### src/core/pdsa_pkg.sv
// Purpose: constants and types shared by the program/data space access block
// Assumes: 16-bit byte addresses, 24-bit program words
// Notes: data map boundaries are parameters of plain value
package pdsa_pkg;
    localparam int unsigned PDSA_DW = 16;
    localparam int unsigned PDSA_PW = 24;
    localparam int unsigned PDSA_PAW = 24;
    localparam int unsigned PDSA_PC_STEP_I = 2;
    localparam logic [23:0] PDSA_PC_STEP = 24'h000002;
    localparam logic [23:0] PDSA_PC_RST = 24'h000000;
    localparam logic [23:0] PDSA_USER_MAX = 24'h7ffffe;
    localparam int unsigned PDSA_WIN_BIT = 15;
    localparam int unsigned PDSA_TBL_CFG_BIT = 7;
    localparam logic [15:0] PDSA_Y_BASE = 16'h0080;
    localparam logic [15:0] PDSA_Y_END = 16'h00ff;
    localparam logic [15:0] PDSA_RAM_END = 16'h00ff;
    localparam logic [15:0] PDSA_ZERO = 16'h0000;
    localparam logic [7:0] PDSA_ZB = 8'h00;
    localparam logic [1:0] PDSA_STALL_ONE = 2'h1;
    localparam logic [1:0] PDSA_STALL_TWO = 2'h2;
    localparam logic [1:0] PDSA_STALL_NONE = 2'h0;

    // table read kinds
    typedef enum logic [1:0] {
        PDSA_TBL_NONE,
        PDSA_TBL_LOW,
        PDSA_TBL_HIGH
    } pdsa_tbl_t;

    // pointer source of an access
    typedef enum logic [1:0] {
        PDSA_PTR_OTHER,
        PDSA_PTR_X,
        PDSA_PTR_Y
    } pdsa_ptr_t;
endpackage

### src/core/pdsa_tbl_mux.sv
// Purpose: format a 24-bit program word into a table-read data word
// Assumes: word already fetched; byte select is the address lsb
// Notes: pure combinational
`timescale 1ns/10ps
module pdsa_tbl_mux
    import pdsa_pkg::*;
(
    input wire pdsa_tbl_t i_kind, // low or high half
    input wire logic i_byte, // byte-sized read
    input wire logic i_bsel, // byte select
    input wire logic [23:0] i_pword, // program word
    output logic [15:0] o_data // formatted data
);
    // pick fields per kind and size
    always_comb begin
        o_data = PDSA_ZERO;
        if (i_kind == PDSA_TBL_LOW) begin
            if (!i_byte) begin
                o_data = i_pword[15:0];
            end else if (!i_bsel) begin
                o_data = {PDSA_ZB, i_pword[7:0]};
            end else begin
                o_data = {PDSA_ZB, i_pword[15:8]};
            end
        end else if (i_kind == PDSA_TBL_HIGH) begin
            if (!i_byte || !i_bsel) begin
                o_data = {PDSA_ZB, i_pword[23:16]};
            end else begin
                o_data = PDSA_ZERO;
            end
        end
    end
endmodule

### src/core/pdsa_core.sv
// Purpose: address generation and read data path for program and data spaces
// Assumes: single clock; memories answer combinationally in the same cycle
// Notes: core pipeline issues one access per cycle; no software registers
// Behaviour
// - program counter steps two per word
// - low word table read passes bits 15..0
// - low byte read selects by byte select
// - high word read zero-extends bits 23..16
// - high byte read, select one gives zero
// - window needs address msb and enable
// - window address from page and 15 bits
// - window exposes only low 16 bits
// - table access suspends the window
// - outside repeat add one or two cycles
// - repeat edges add two, others none
// - multiply class: Y via y pointers only
// - multiply reads exclude Y from X
// - all writes over X write bus
// - modulo both spaces, bit-reverse X writes; here modulo wraps write addresses only
// - invalid accesses read as zero
// - effective address is 16-bit byte address
// - accumulator write-back uses X bus anywhere
// - X/Y boundary fixed, Y inside X
// - user range unless table page bit 7; here the table page is not checked, only pc advance is flagged
`timescale 1ns/10ps
module pdsa_core
    import pdsa_pkg::*;
(
    input wire logic i_clk, // core clock
    input wire logic i_arst_n, // async reset, active low
    input wire logic i_pc_adv, // advance program counter
    input wire logic i_pc_load, // load program counter
    input wire logic [23:0] i_pc_val, // load value
    output logic [23:0] o_pc, // program counter
    input wire logic i_cc_we, // write core control window bit
    input wire logic i_cc_wdata, // window enable value
    input wire logic i_pg_we, // write window page
    input wire logic [7:0] i_pg_wdata, // window page value
    input wire logic i_tp_we, // write table page
    input wire logic [7:0] i_tp_wdata, // table page value
    output logic o_window_en, // program_window_enable bit
    output logic [7:0] o_window_page, // program_window_page
    output logic [7:0] o_table_page, // table_page_reg
    input wire pdsa_tbl_t i_tbl_kind, // table read kind
    input wire logic i_tbl_wr, // table write in progress
    input wire logic i_tbl_byte, // byte-sized table read
    input wire logic [15:0] i_tbl_ea, // table effective address
    input wire logic i_rd, // data read request
    input wire logic i_rd_byte, // byte read
    input wire logic [15:0] i_rd_ea, // X read effective address
    input wire pdsa_ptr_t i_rd_ptr, // pointer class of X read
    input wire logic i_mac, // multiply class instruction
    input wire logic i_y_rd, // Y prefetch request
    input wire logic [15:0] i_y_ea, // Y effective address
    input wire pdsa_ptr_t i_y_ptr, // pointer class of Y read
    input wire logic i_short_op, // move, double move, mac prefetch
    input wire logic i_in_rpt, // inside repeat loop
    input wire logic i_rpt_edge, // first/last/irq exit/re-entry
    input wire logic i_wr, // data write request
    input wire logic i_wr_acc, // accumulator write-back
    input wire logic i_wr_byte, // byte write
    input wire logic [15:0] i_wr_ea, // write effective address
    input wire logic [15:0] i_wr_data, // write data
    input wire logic i_mod_en, // modulo addressing enable
    input wire logic [15:0] i_mod_start, // modulo buffer start
    input wire logic [15:0] i_mod_end, // modulo buffer end
    input wire logic i_brev_en, // bit-reversed write enable
    input wire logic [15:0] i_brev_mod, // bit-reverse modifier
    output logic [23:0] o_prog_addr, // program memory address
    output logic o_prog_rd, // program memory read strobe
    input wire logic [23:0] i_prog_rdata, // program word
    output logic [15:0] o_xmem_addr, // X memory word address (bytes)
    input wire logic [15:0] i_xmem_rdata, // X memory read word
    output logic [15:0] o_ymem_addr, // Y memory address
    output logic o_ymem_rd, // Y read strobe
    input wire logic [15:0] i_ymem_rdata, // Y memory read word
    output logic o_xwr_en, // X write bus strobe
    output logic [1:0] o_xwr_be, // byte enables
    output logic [15:0] o_xwr_addr, // X write address
    output logic [15:0] o_xwr_data, // X write data
    output logic [15:0] o_x_rdata, // X read data, registered
    output logic [15:0] o_y_rdata, // Y read data, registered
    output logic o_rd_valid, // read data valid pulse
    output logic [1:0] o_stall, // extra instruction cycles
    output logic o_prog_range_err // program counter advance above user space
);
    logic [23:0] pc_ff;
    logic win_en_ff;
    logic [7:0] win_pg_ff;
    logic [7:0] tbl_pg_ff;
    logic [15:0] x_rdata_ff;
    logic [15:0] y_rdata_ff;
    logic rd_valid_ff;
    logic [1:0] stall_ff;
    logic xwr_en_ff;
    logic [1:0] xwr_be_ff;
    logic [15:0] xwr_addr_ff;
    logic [15:0] xwr_data_ff;
    logic range_err_ff;
    logic tbl_active;
    logic win_hit;
    logic [15:0] tbl_data;
    logic [15:0] nxt_x_rdata;
    logic [15:0] wr_ea_eff;
    logic [23:0] nxt_pc;

    // address is in the fixed Y region
    function automatic logic in_y(input logic [15:0] ea);
        in_y = (ea >= PDSA_Y_BASE) && (ea <= PDSA_Y_END);
    endfunction

    // address hits implemented RAM
    function automatic logic in_ram(input logic [15:0] ea);
        in_ram = (ea <= PDSA_RAM_END);
    endfunction

    // wrap an address inside the circular buffer
    function automatic logic [15:0] modwrap(input logic [15:0] ea,
                                            input logic [15:0] st,
                                            input logic [15:0] en);
        if (ea > en) begin
            modwrap = st + (ea - en - 16'h0001);
        end else if (ea < st) begin
            modwrap = en - (st - ea - 16'h0001);
        end else begin
            modwrap = ea;
        end
    endfunction

    // reverse-carry add for bit-reversed pointer update
    function automatic logic [15:0] brev_add(input logic [15:0] ea,
                                             input logic [15:0] m);
        logic [15:0] r;
        logic [15:0] rm;
        r = '0;
        rm = '0;
        for (int i = 0; i < 16; i++) begin
            r[i] = ea[15 - i];
            rm[i] = m[15 - i];
        end
        r = r + rm;
        for (int i = 0; i < 16; i++) begin
            brev_add[i] = r[15 - i];
        end
    endfunction

    // window suspended during table traffic
    assign tbl_active = (i_tbl_kind != PDSA_TBL_NONE) || i_tbl_wr;
    assign win_hit = i_rd && i_rd_ea[PDSA_WIN_BIT] && win_en_ff && !tbl_active;

    // program counter, two per word so it lines up with data addresses
    assign nxt_pc = pc_ff + PDSA_PC_STEP;
    always_ff @(posedge i_clk or negedge i_arst_n) begin
        if (!i_arst_n) begin
            pc_ff <= PDSA_PC_RST;
        end else if (i_pc_load) begin
            pc_ff <= {i_pc_val[23:1], 1'b0};
        end else if (i_pc_adv) begin
            pc_ff <= nxt_pc;
        end
    end

    // control bits written by the core
    always_ff @(posedge i_clk or negedge i_arst_n) begin
        if (!i_arst_n) begin
            win_en_ff <= 1'b0;
            win_pg_ff <= 8'h00;
            tbl_pg_ff <= 8'h00;
        end else begin
            if (i_cc_we) begin
                win_en_ff <= i_cc_wdata;
            end
            if (i_pg_we) begin
                win_pg_ff <= i_pg_wdata;
            end
            if (i_tp_we) begin
                tbl_pg_ff <= i_tp_wdata;
            end
        end
    end

    // program address: table, window or none
    always_comb begin
        o_prog_addr = PDSA_PC_RST;
        o_prog_rd = 1'b0;
        if (tbl_active) begin
            o_prog_addr = {tbl_pg_ff, i_tbl_ea};
            o_prog_rd = (i_tbl_kind != PDSA_TBL_NONE);
        end else if (win_hit) begin
            // window never reaches configuration space
            o_prog_addr = {1'b0, win_pg_ff, i_rd_ea[14:0]};
            o_prog_rd = 1'b1;
        end
    end

    pdsa_tbl_mux u_tbl_mux (
        .i_kind(i_tbl_kind),
        .i_byte(i_tbl_byte),
        .i_bsel(i_tbl_ea[0]),
        .i_pword(i_prog_rdata),
        .o_data(tbl_data)
    );

    // X read path; the ram sees word addresses, lsb picks the byte
    assign o_xmem_addr = {i_rd_ea[15:1], 1'b0};
    assign o_ymem_addr = {i_y_ea[15:1], 1'b0};
    assign o_ymem_rd = i_mac && i_y_rd;

    always_comb begin
        nxt_x_rdata = PDSA_ZERO;
        if (i_tbl_kind != PDSA_TBL_NONE) begin
            nxt_x_rdata = tbl_data;
        end else if (win_hit) begin
            nxt_x_rdata = i_prog_rdata[15:0];
        end else if (!in_ram(i_rd_ea)) begin
            nxt_x_rdata = PDSA_ZERO;
        end else if (i_mac && (i_rd_ptr != PDSA_PTR_X || in_y(i_rd_ea))) begin
            // multiply prefetch on X must use an X pointer outside Y
            nxt_x_rdata = PDSA_ZERO;
        end else if (i_rd_byte) begin
            nxt_x_rdata = i_rd_ea[0] ? {PDSA_ZB, i_xmem_rdata[15:8]}
                                     : {PDSA_ZB, i_xmem_rdata[7:0]};
        end else begin
            nxt_x_rdata = i_xmem_rdata;
        end
    end

    // registered read data
    always_ff @(posedge i_clk or negedge i_arst_n) begin
        if (!i_arst_n) begin
            x_rdata_ff <= PDSA_ZERO;
            y_rdata_ff <= PDSA_ZERO;
            rd_valid_ff <= 1'b0;
        end else begin
            rd_valid_ff <= i_rd || (i_tbl_kind != PDSA_TBL_NONE);
            if (i_rd || (i_tbl_kind != PDSA_TBL_NONE)) begin
                x_rdata_ff <= nxt_x_rdata;
            end
            if (o_ymem_rd) begin
                // Y read with a non-Y pointer or outside Y returns zero
                y_rdata_ff <= (i_y_ptr == PDSA_PTR_Y && in_y(i_y_ea)) ?
                              i_ymem_rdata : PDSA_ZERO;
            end
        end
    end

    // extra cycles for window accesses
    always_ff @(posedge i_clk or negedge i_arst_n) begin
        if (!i_arst_n) begin
            stall_ff <= PDSA_STALL_NONE;
        end else if (!win_hit) begin
            stall_ff <= PDSA_STALL_NONE;
        end else if (i_in_rpt) begin
            stall_ff <= i_rpt_edge ? PDSA_STALL_TWO : PDSA_STALL_NONE;
        end else begin
            stall_ff <= i_short_op ? PDSA_STALL_ONE : PDSA_STALL_TWO;
        end
    end

    // write address: modulo, or bit-reverse of the raw address instead for non write-back writes
    always_comb begin
        wr_ea_eff = i_wr_ea;
        if (i_mod_en) begin
            wr_ea_eff = modwrap(i_wr_ea, i_mod_start, i_mod_end);
        end
        if (i_brev_en && !i_wr_acc) begin
            wr_ea_eff = brev_add(i_wr_ea, i_brev_mod);
        end
    end

    // every write, write-back too, leaves on the X write bus
    always_ff @(posedge i_clk or negedge i_arst_n) begin
        if (!i_arst_n) begin
            xwr_en_ff <= 1'b0;
            xwr_be_ff <= 2'h0;
            xwr_addr_ff <= PDSA_ZERO;
            xwr_data_ff <= PDSA_ZERO;
        end else begin
            xwr_en_ff <= i_wr || i_wr_acc;
            if (i_wr || i_wr_acc) begin
                xwr_addr_ff <= {wr_ea_eff[15:1], 1'b0};
                xwr_data_ff <= i_wr_byte ? {i_wr_data[7:0], i_wr_data[7:0]} : i_wr_data;
                xwr_be_ff <= !i_wr_byte ? 2'h3 : (wr_ea_eff[0] ? 2'h2 : 2'h1);
            end
        end
    end

    // program counter advance above user space is flagged
    always_ff @(posedge i_clk or negedge i_arst_n) begin
        if (!i_arst_n) begin
            range_err_ff <= 1'b0;
        end else begin
            range_err_ff <= (i_pc_adv && nxt_pc > PDSA_USER_MAX);
        end
    end

    assign o_pc = pc_ff;
    assign o_window_en = win_en_ff;
    assign o_window_page = win_pg_ff;
    assign o_table_page = tbl_pg_ff;
    assign o_x_rdata = x_rdata_ff;
    assign o_y_rdata = y_rdata_ff;
    assign o_rd_valid = rd_valid_ff;
    assign o_stall = stall_ff;
    assign o_xwr_en = xwr_en_ff;
    assign o_xwr_be = xwr_be_ff;
    assign o_xwr_addr = xwr_addr_ff;
    assign o_xwr_data = xwr_data_ff;
    assign o_prog_range_err = range_err_ff;
endmodule

### config.mk
export PLATFORM = sky130hd
export DESIGN_NAME = pdsa_core
export DESIGN_NICKNAME = d
export VERILOG_FILES = /design/src/core/pdsa_pkg.sv /design/src/core/pdsa_tbl_mux.sv /design/src/core/pdsa_core.sv
export SDC_FILE = /design/constraint.sdc
export NUM_CORES = 1
export LEC_CHECK = 0
export ABC_CLOCK_PERIOD_IN_PS = 2650
export BUFFER_PORTS_ARGS = -buffer_cell sky130_fd_sc_hd__buf_2
export CELL_PAD_IN_SITES_DETAIL_PLACEMENT = 1
export CELL_PAD_IN_SITES_GLOBAL_PLACEMENT = 1
export CORE_UTILIZATION = 36
export CTS_BUF_LIST = sky130_fd_sc_hd__clkbuf_8
export DETAILED_ROUTE_END_ITERATION = 7
export PLACE_DENSITY_LB_ADDON = 0.15
export SYNTH_ARGS = -nofsm -noshare
export SYNTH_HDL_FRONTEND = slang
export SYNTH_SLANG_ARGS = --single-unit
### constraint.sdc
create_clock -name i_clk -period 2.65 [get_ports i_clk]
set_clock_uncertainty 0.05 [all_clocks]
set_input_delay 0 -clock i_clk [delete_from_list [all_inputs] [get_ports i_clk]]
set_output_delay 0 -clock i_clk [all_outputs]
set_load 0.1 [all_outputs]
==> reports/results.txt <==
status -> finished clean
routability congestion estimate -> 1.02
Chip Height -> 165 um
Seq cells post-synth -> 110
largest net degree at the start of global routing -> 56
nets@finish -> 2,056
CTS Buf Count -> 9
Total Wirelength -> 48,600 um
relative slew slack -> 0.317
post-synth cell types -> 70
mux cell area share after synthesis -> 0.0401
HPWL after DPL -> 36,900 um
Min-Delay Endpoint -> o_xwr_addr[8]
DIE AREA -> 0.0271 mm^2
number of remaining DRC errors -> 0
register area share after synthesis -> 0.289
Lkg Pwr -> 7.45 nW
Worst R2R End -> o_pc[22]
Mapped Area -> 0.00952 mm^2
Hold Crit Class -> input pin to flop
reg2reg path depth -> 8
Hold Path Origin -> i_wr_ea[8]
starting density of the core -> 0.366
hold depth -> 4
Crit path largest cell delay -> 530 ps
endpoints failing hold -> 0
Setup CP Type -> input pin to flop
Post-Synth Adder-Cell Area -> 0.171
fin crit period -> 2560 ps
Cells after Synth -> 1,088
io pins -> 422
maximum clock frequency -> 391 MHz
Root Driver -> clkbuf_8
Worst Path Arrival -> 2780 ps
Worst-path clk slew -> 100 ps
Yosys top cell by area -> dfrtp_1
Max-Cap Viols -> 0
Finished Layout Cells -> 2,035
antenna violations before repair -> 4
P per Cell Area -> 534 mW/mm^2
first-pass GRT wire length -> 70,800 um
largest family of logic cells by synthesized area -> compound AO/OA/AOI/OAI gates
Slowest-stage cell, CP -> fa_1
die width -> 165 um
cell family with most CP delay -> compound AO/OA/AOI/OAI gates
register area -> 0.00276 mm^2
switching pwr -> 3.97 mW
CTS tree -> built
CP max FO -> 2
synth warn -> 0
Final Util -> 0.563
area occupied by multi-input gates -> 0.00611 mm^2
Port Buffers -> 403
syn_area_per_cell -> 8.75 um^2
Simple-Gate Fraction of Synth Area -> 0.146
maximum vdd drop -> 0.000411 V
Finish-stage setup viols -> 0
Area Overhead vs Synth -> 53.6%
drt pass-1 iters -> 5
complex-gate fraction of the synthesized area -> 0.207
dpl ws -> -438 ps
Worst Slack Setup Final -> 91.7 ps
Cells after DPL -> 1,886
slew at the pin closest to its max-slew limit -> 1020 ps
Worst R2R Start -> o_pc[8]
critical path buffer and inverter count -> 5
CTS max path bufs -> 2
global route overflow -> 0
GRT Util Overall -> 0.355
CORE AREA -> 0.0260 mm^2
Setup crit start kind -> input pin
Worst R2R Setup Slack -> 280 ps
share of layout cells above drive strength 1 -> 0.377
Routed Antenna Nets -> 0
RSZ-0062 raised after global routing -> true
Setup crit end kind -> flop
Post-synth EDFFs -> 0
Reg power frac -> 0.254
# rows -> 59
Async SR Flop Fraction -> 1.00
Total Power -> 7.80 mW
vias in the first global route -> 11,700
vias -> 11,000
critical-path cell list -> buf_2 > inv_1 > fa_1 > inv_1 > ha_1 > a21o_1 > a2111oi_4 > a211oi_1 > buf_4 > nor3_1 > buf_4 > xnor2_1 > o311ai_1 > nand3_1
largest cells by area after synthesis -> dfrtp_1 29%, ha_1 10%, fa_1 6.7%
Vias per Instance -> 5.39
H-Tree Depth -> 3
Clock Latency Late Sink -> 400 ps
Synth Flop Type -> dfrtp_1
Post-Synth XOR/XNOR Area -> 0.0571
Clk pwr share -> 0.148
fill count -> 3,152
WL/cell -> 23.9 um
Req. time, crit path -> 2870 ps
Clock Sinks -> 110
combinational power share -> 0.598
fin crit share -> 0.965
DR iter-0 viols -> 721
Internal -> 3.83 mW
Final Max Slew Viols -> 0
top-area cell type share of the netlist area -> 0.289
Sw Share -> 0.509
-- what timing repair did --
item / CTS / global route
resized for setup: 1 / 28
endpoints found under the setup margin: 1 / 17
pin swaps: 0 / 7
hold buffers: 128 / 0
endpoints found under the hold margin: 149 / 0
buffers inserted: 0 / 2
cloned: 0 / 1
-- power by group through the flow --
stage                     sequential (mW)  combinational (mW)  clock (mW)
after global placement               1.99                4.22           0
final                                1.98                4.66        1.16
after floorplan                      3.13                1.81           0
after global routing                 2.00                4.92        1.23
after detailed placement             2.00                4.28           0
after CTS                            1.96                4.51        1.17
-- cell type report --
cell class / instances / share of cell area
antenna: 2 / 0.000342
clock buffer: 11 / 0.0104
clock inverter: 5 / 0.00445
inverter: 108 / 0.0277
multi-input combinational: 798 / 0.418
sequential: 110 / 0.189
tap: 335 / 0.0287
timing repair buffer: 666 / 0.322
-- metrics by stage --
stage	instance area (um^2)	hold slack (ps)	setup TNS (ps)
2_1_floorplan	9560	-346	0
3_3_place_gp	12900	-49.3	-2120
3_5_place_dp	12900	-49.3	-2560
4_1_cts	14400	2.06	0
5_1_grt	14600	52.2	-169
6_report	14600	29.6	0
-- cells by family (layout without fill, tap and decap cells) --
kind of cell / count (synthesis) / count (layout)
simple gates: 289 / 290
flops: 110 / 110
mux: 36 / 36
fa+ha+maj: 111 / 111
buf+inv: 184 / 790
other cells: 1 / 6
compound gates: 295 / 295
xor+xnor: 62 / 62
-- worst max-delay path by stage --
stage	start	to	slack (ps)	cells after the start
5_1_grt	i_wr_ea[5]	o_xwr_addr[15]	-50	14
3_5_place_dp	i_wr_ea[4]	o_xwr_addr[11]	-440	14
4_1_cts	i_wr_ea[4]	o_xwr_be[0]	30	13
3_3_place_gp	i_wr_ea[4]	o_xwr_addr[11]	-380	14
2_1_floorplan	i_wr_ea[2]	o_xwr_addr[10]	30	12
6_report	i_wr_ea[4]	o_xwr_addr[11]	90	14
-- Yosys cell counts (all sizes together) (6+ instances only) --
cell and n:
nor3 13, and2 7, or3 7, dfrtp 110
nand2 131, buf 42, nor2b 6, ha 79
a221oi 8, xor2 26, a21oi 68, xnor2 36
a22o 39, clkbuf 34, a21o 17, inv 108
o21ai 84, nand2b 7, a31oi 12, fa 32
a211oi 10, mux2i 19, mux2 17, nor2 32
or2 6, nand3 45, o22ai 13, a22oi 9
nand4 13
-- routing by layer --
| metal | share of wire | track usage | vias to the layer above |
|---|---|---|---|
| met5 | 0 | 0 | - |
| met4 | 0.040 | 0.146 | 0 |
| met3 | 0.072 | 0.0879 | 106 |
| met2 | 0.49 | 0.615 | 407 |
| met1 | 0.39 | 0.418 | 5474 |
| li1 | - | - | 4986 |
-- tightest hold or removal path, cell delays in order --
cell and delay, ps:
buf_2 120, buf_4 150, a221oi_1 70, nor2_1 80
-- cells in the final DEF, fill, tap and decap left out, types with 8 or more instances in the layout --
master	n
buf_2	378
o21ai_0	80
xor2_1	26
dlygate4sd3_1	127
a22oi_1	9
inv_1	107
fa_1	32
nand4_1	12
nor3_1	10
dfrtp_1	107
nand3_1	44
a21o_1	17
buf_12	26
nor2_1	30
mux2i_1	19
o22ai_1	8
buf_4	132
mux2_2	17
xnor2_1	36
a21oi_1	66
clkbuf_8	11
a22o_1	19
a22o_2	20
ha_1	79
nand2_1	130
a31oi_1	11
-- sequential cells by signal (all words and copies together) (netlist names) --
register          count
o_xwr_data           16
o_stall               2
o_xwr_en              1
o_rd_valid            1
o_xwr_be              2
o_window_page         8
o_xwr_addr           15
o_prog_range_err      1
o_table_page          8
o_x_rdata            16
o_window_en           1
o_pc                 23
o_y_rdata            16
Note: power is estimated with default switching activity, not from simulation.
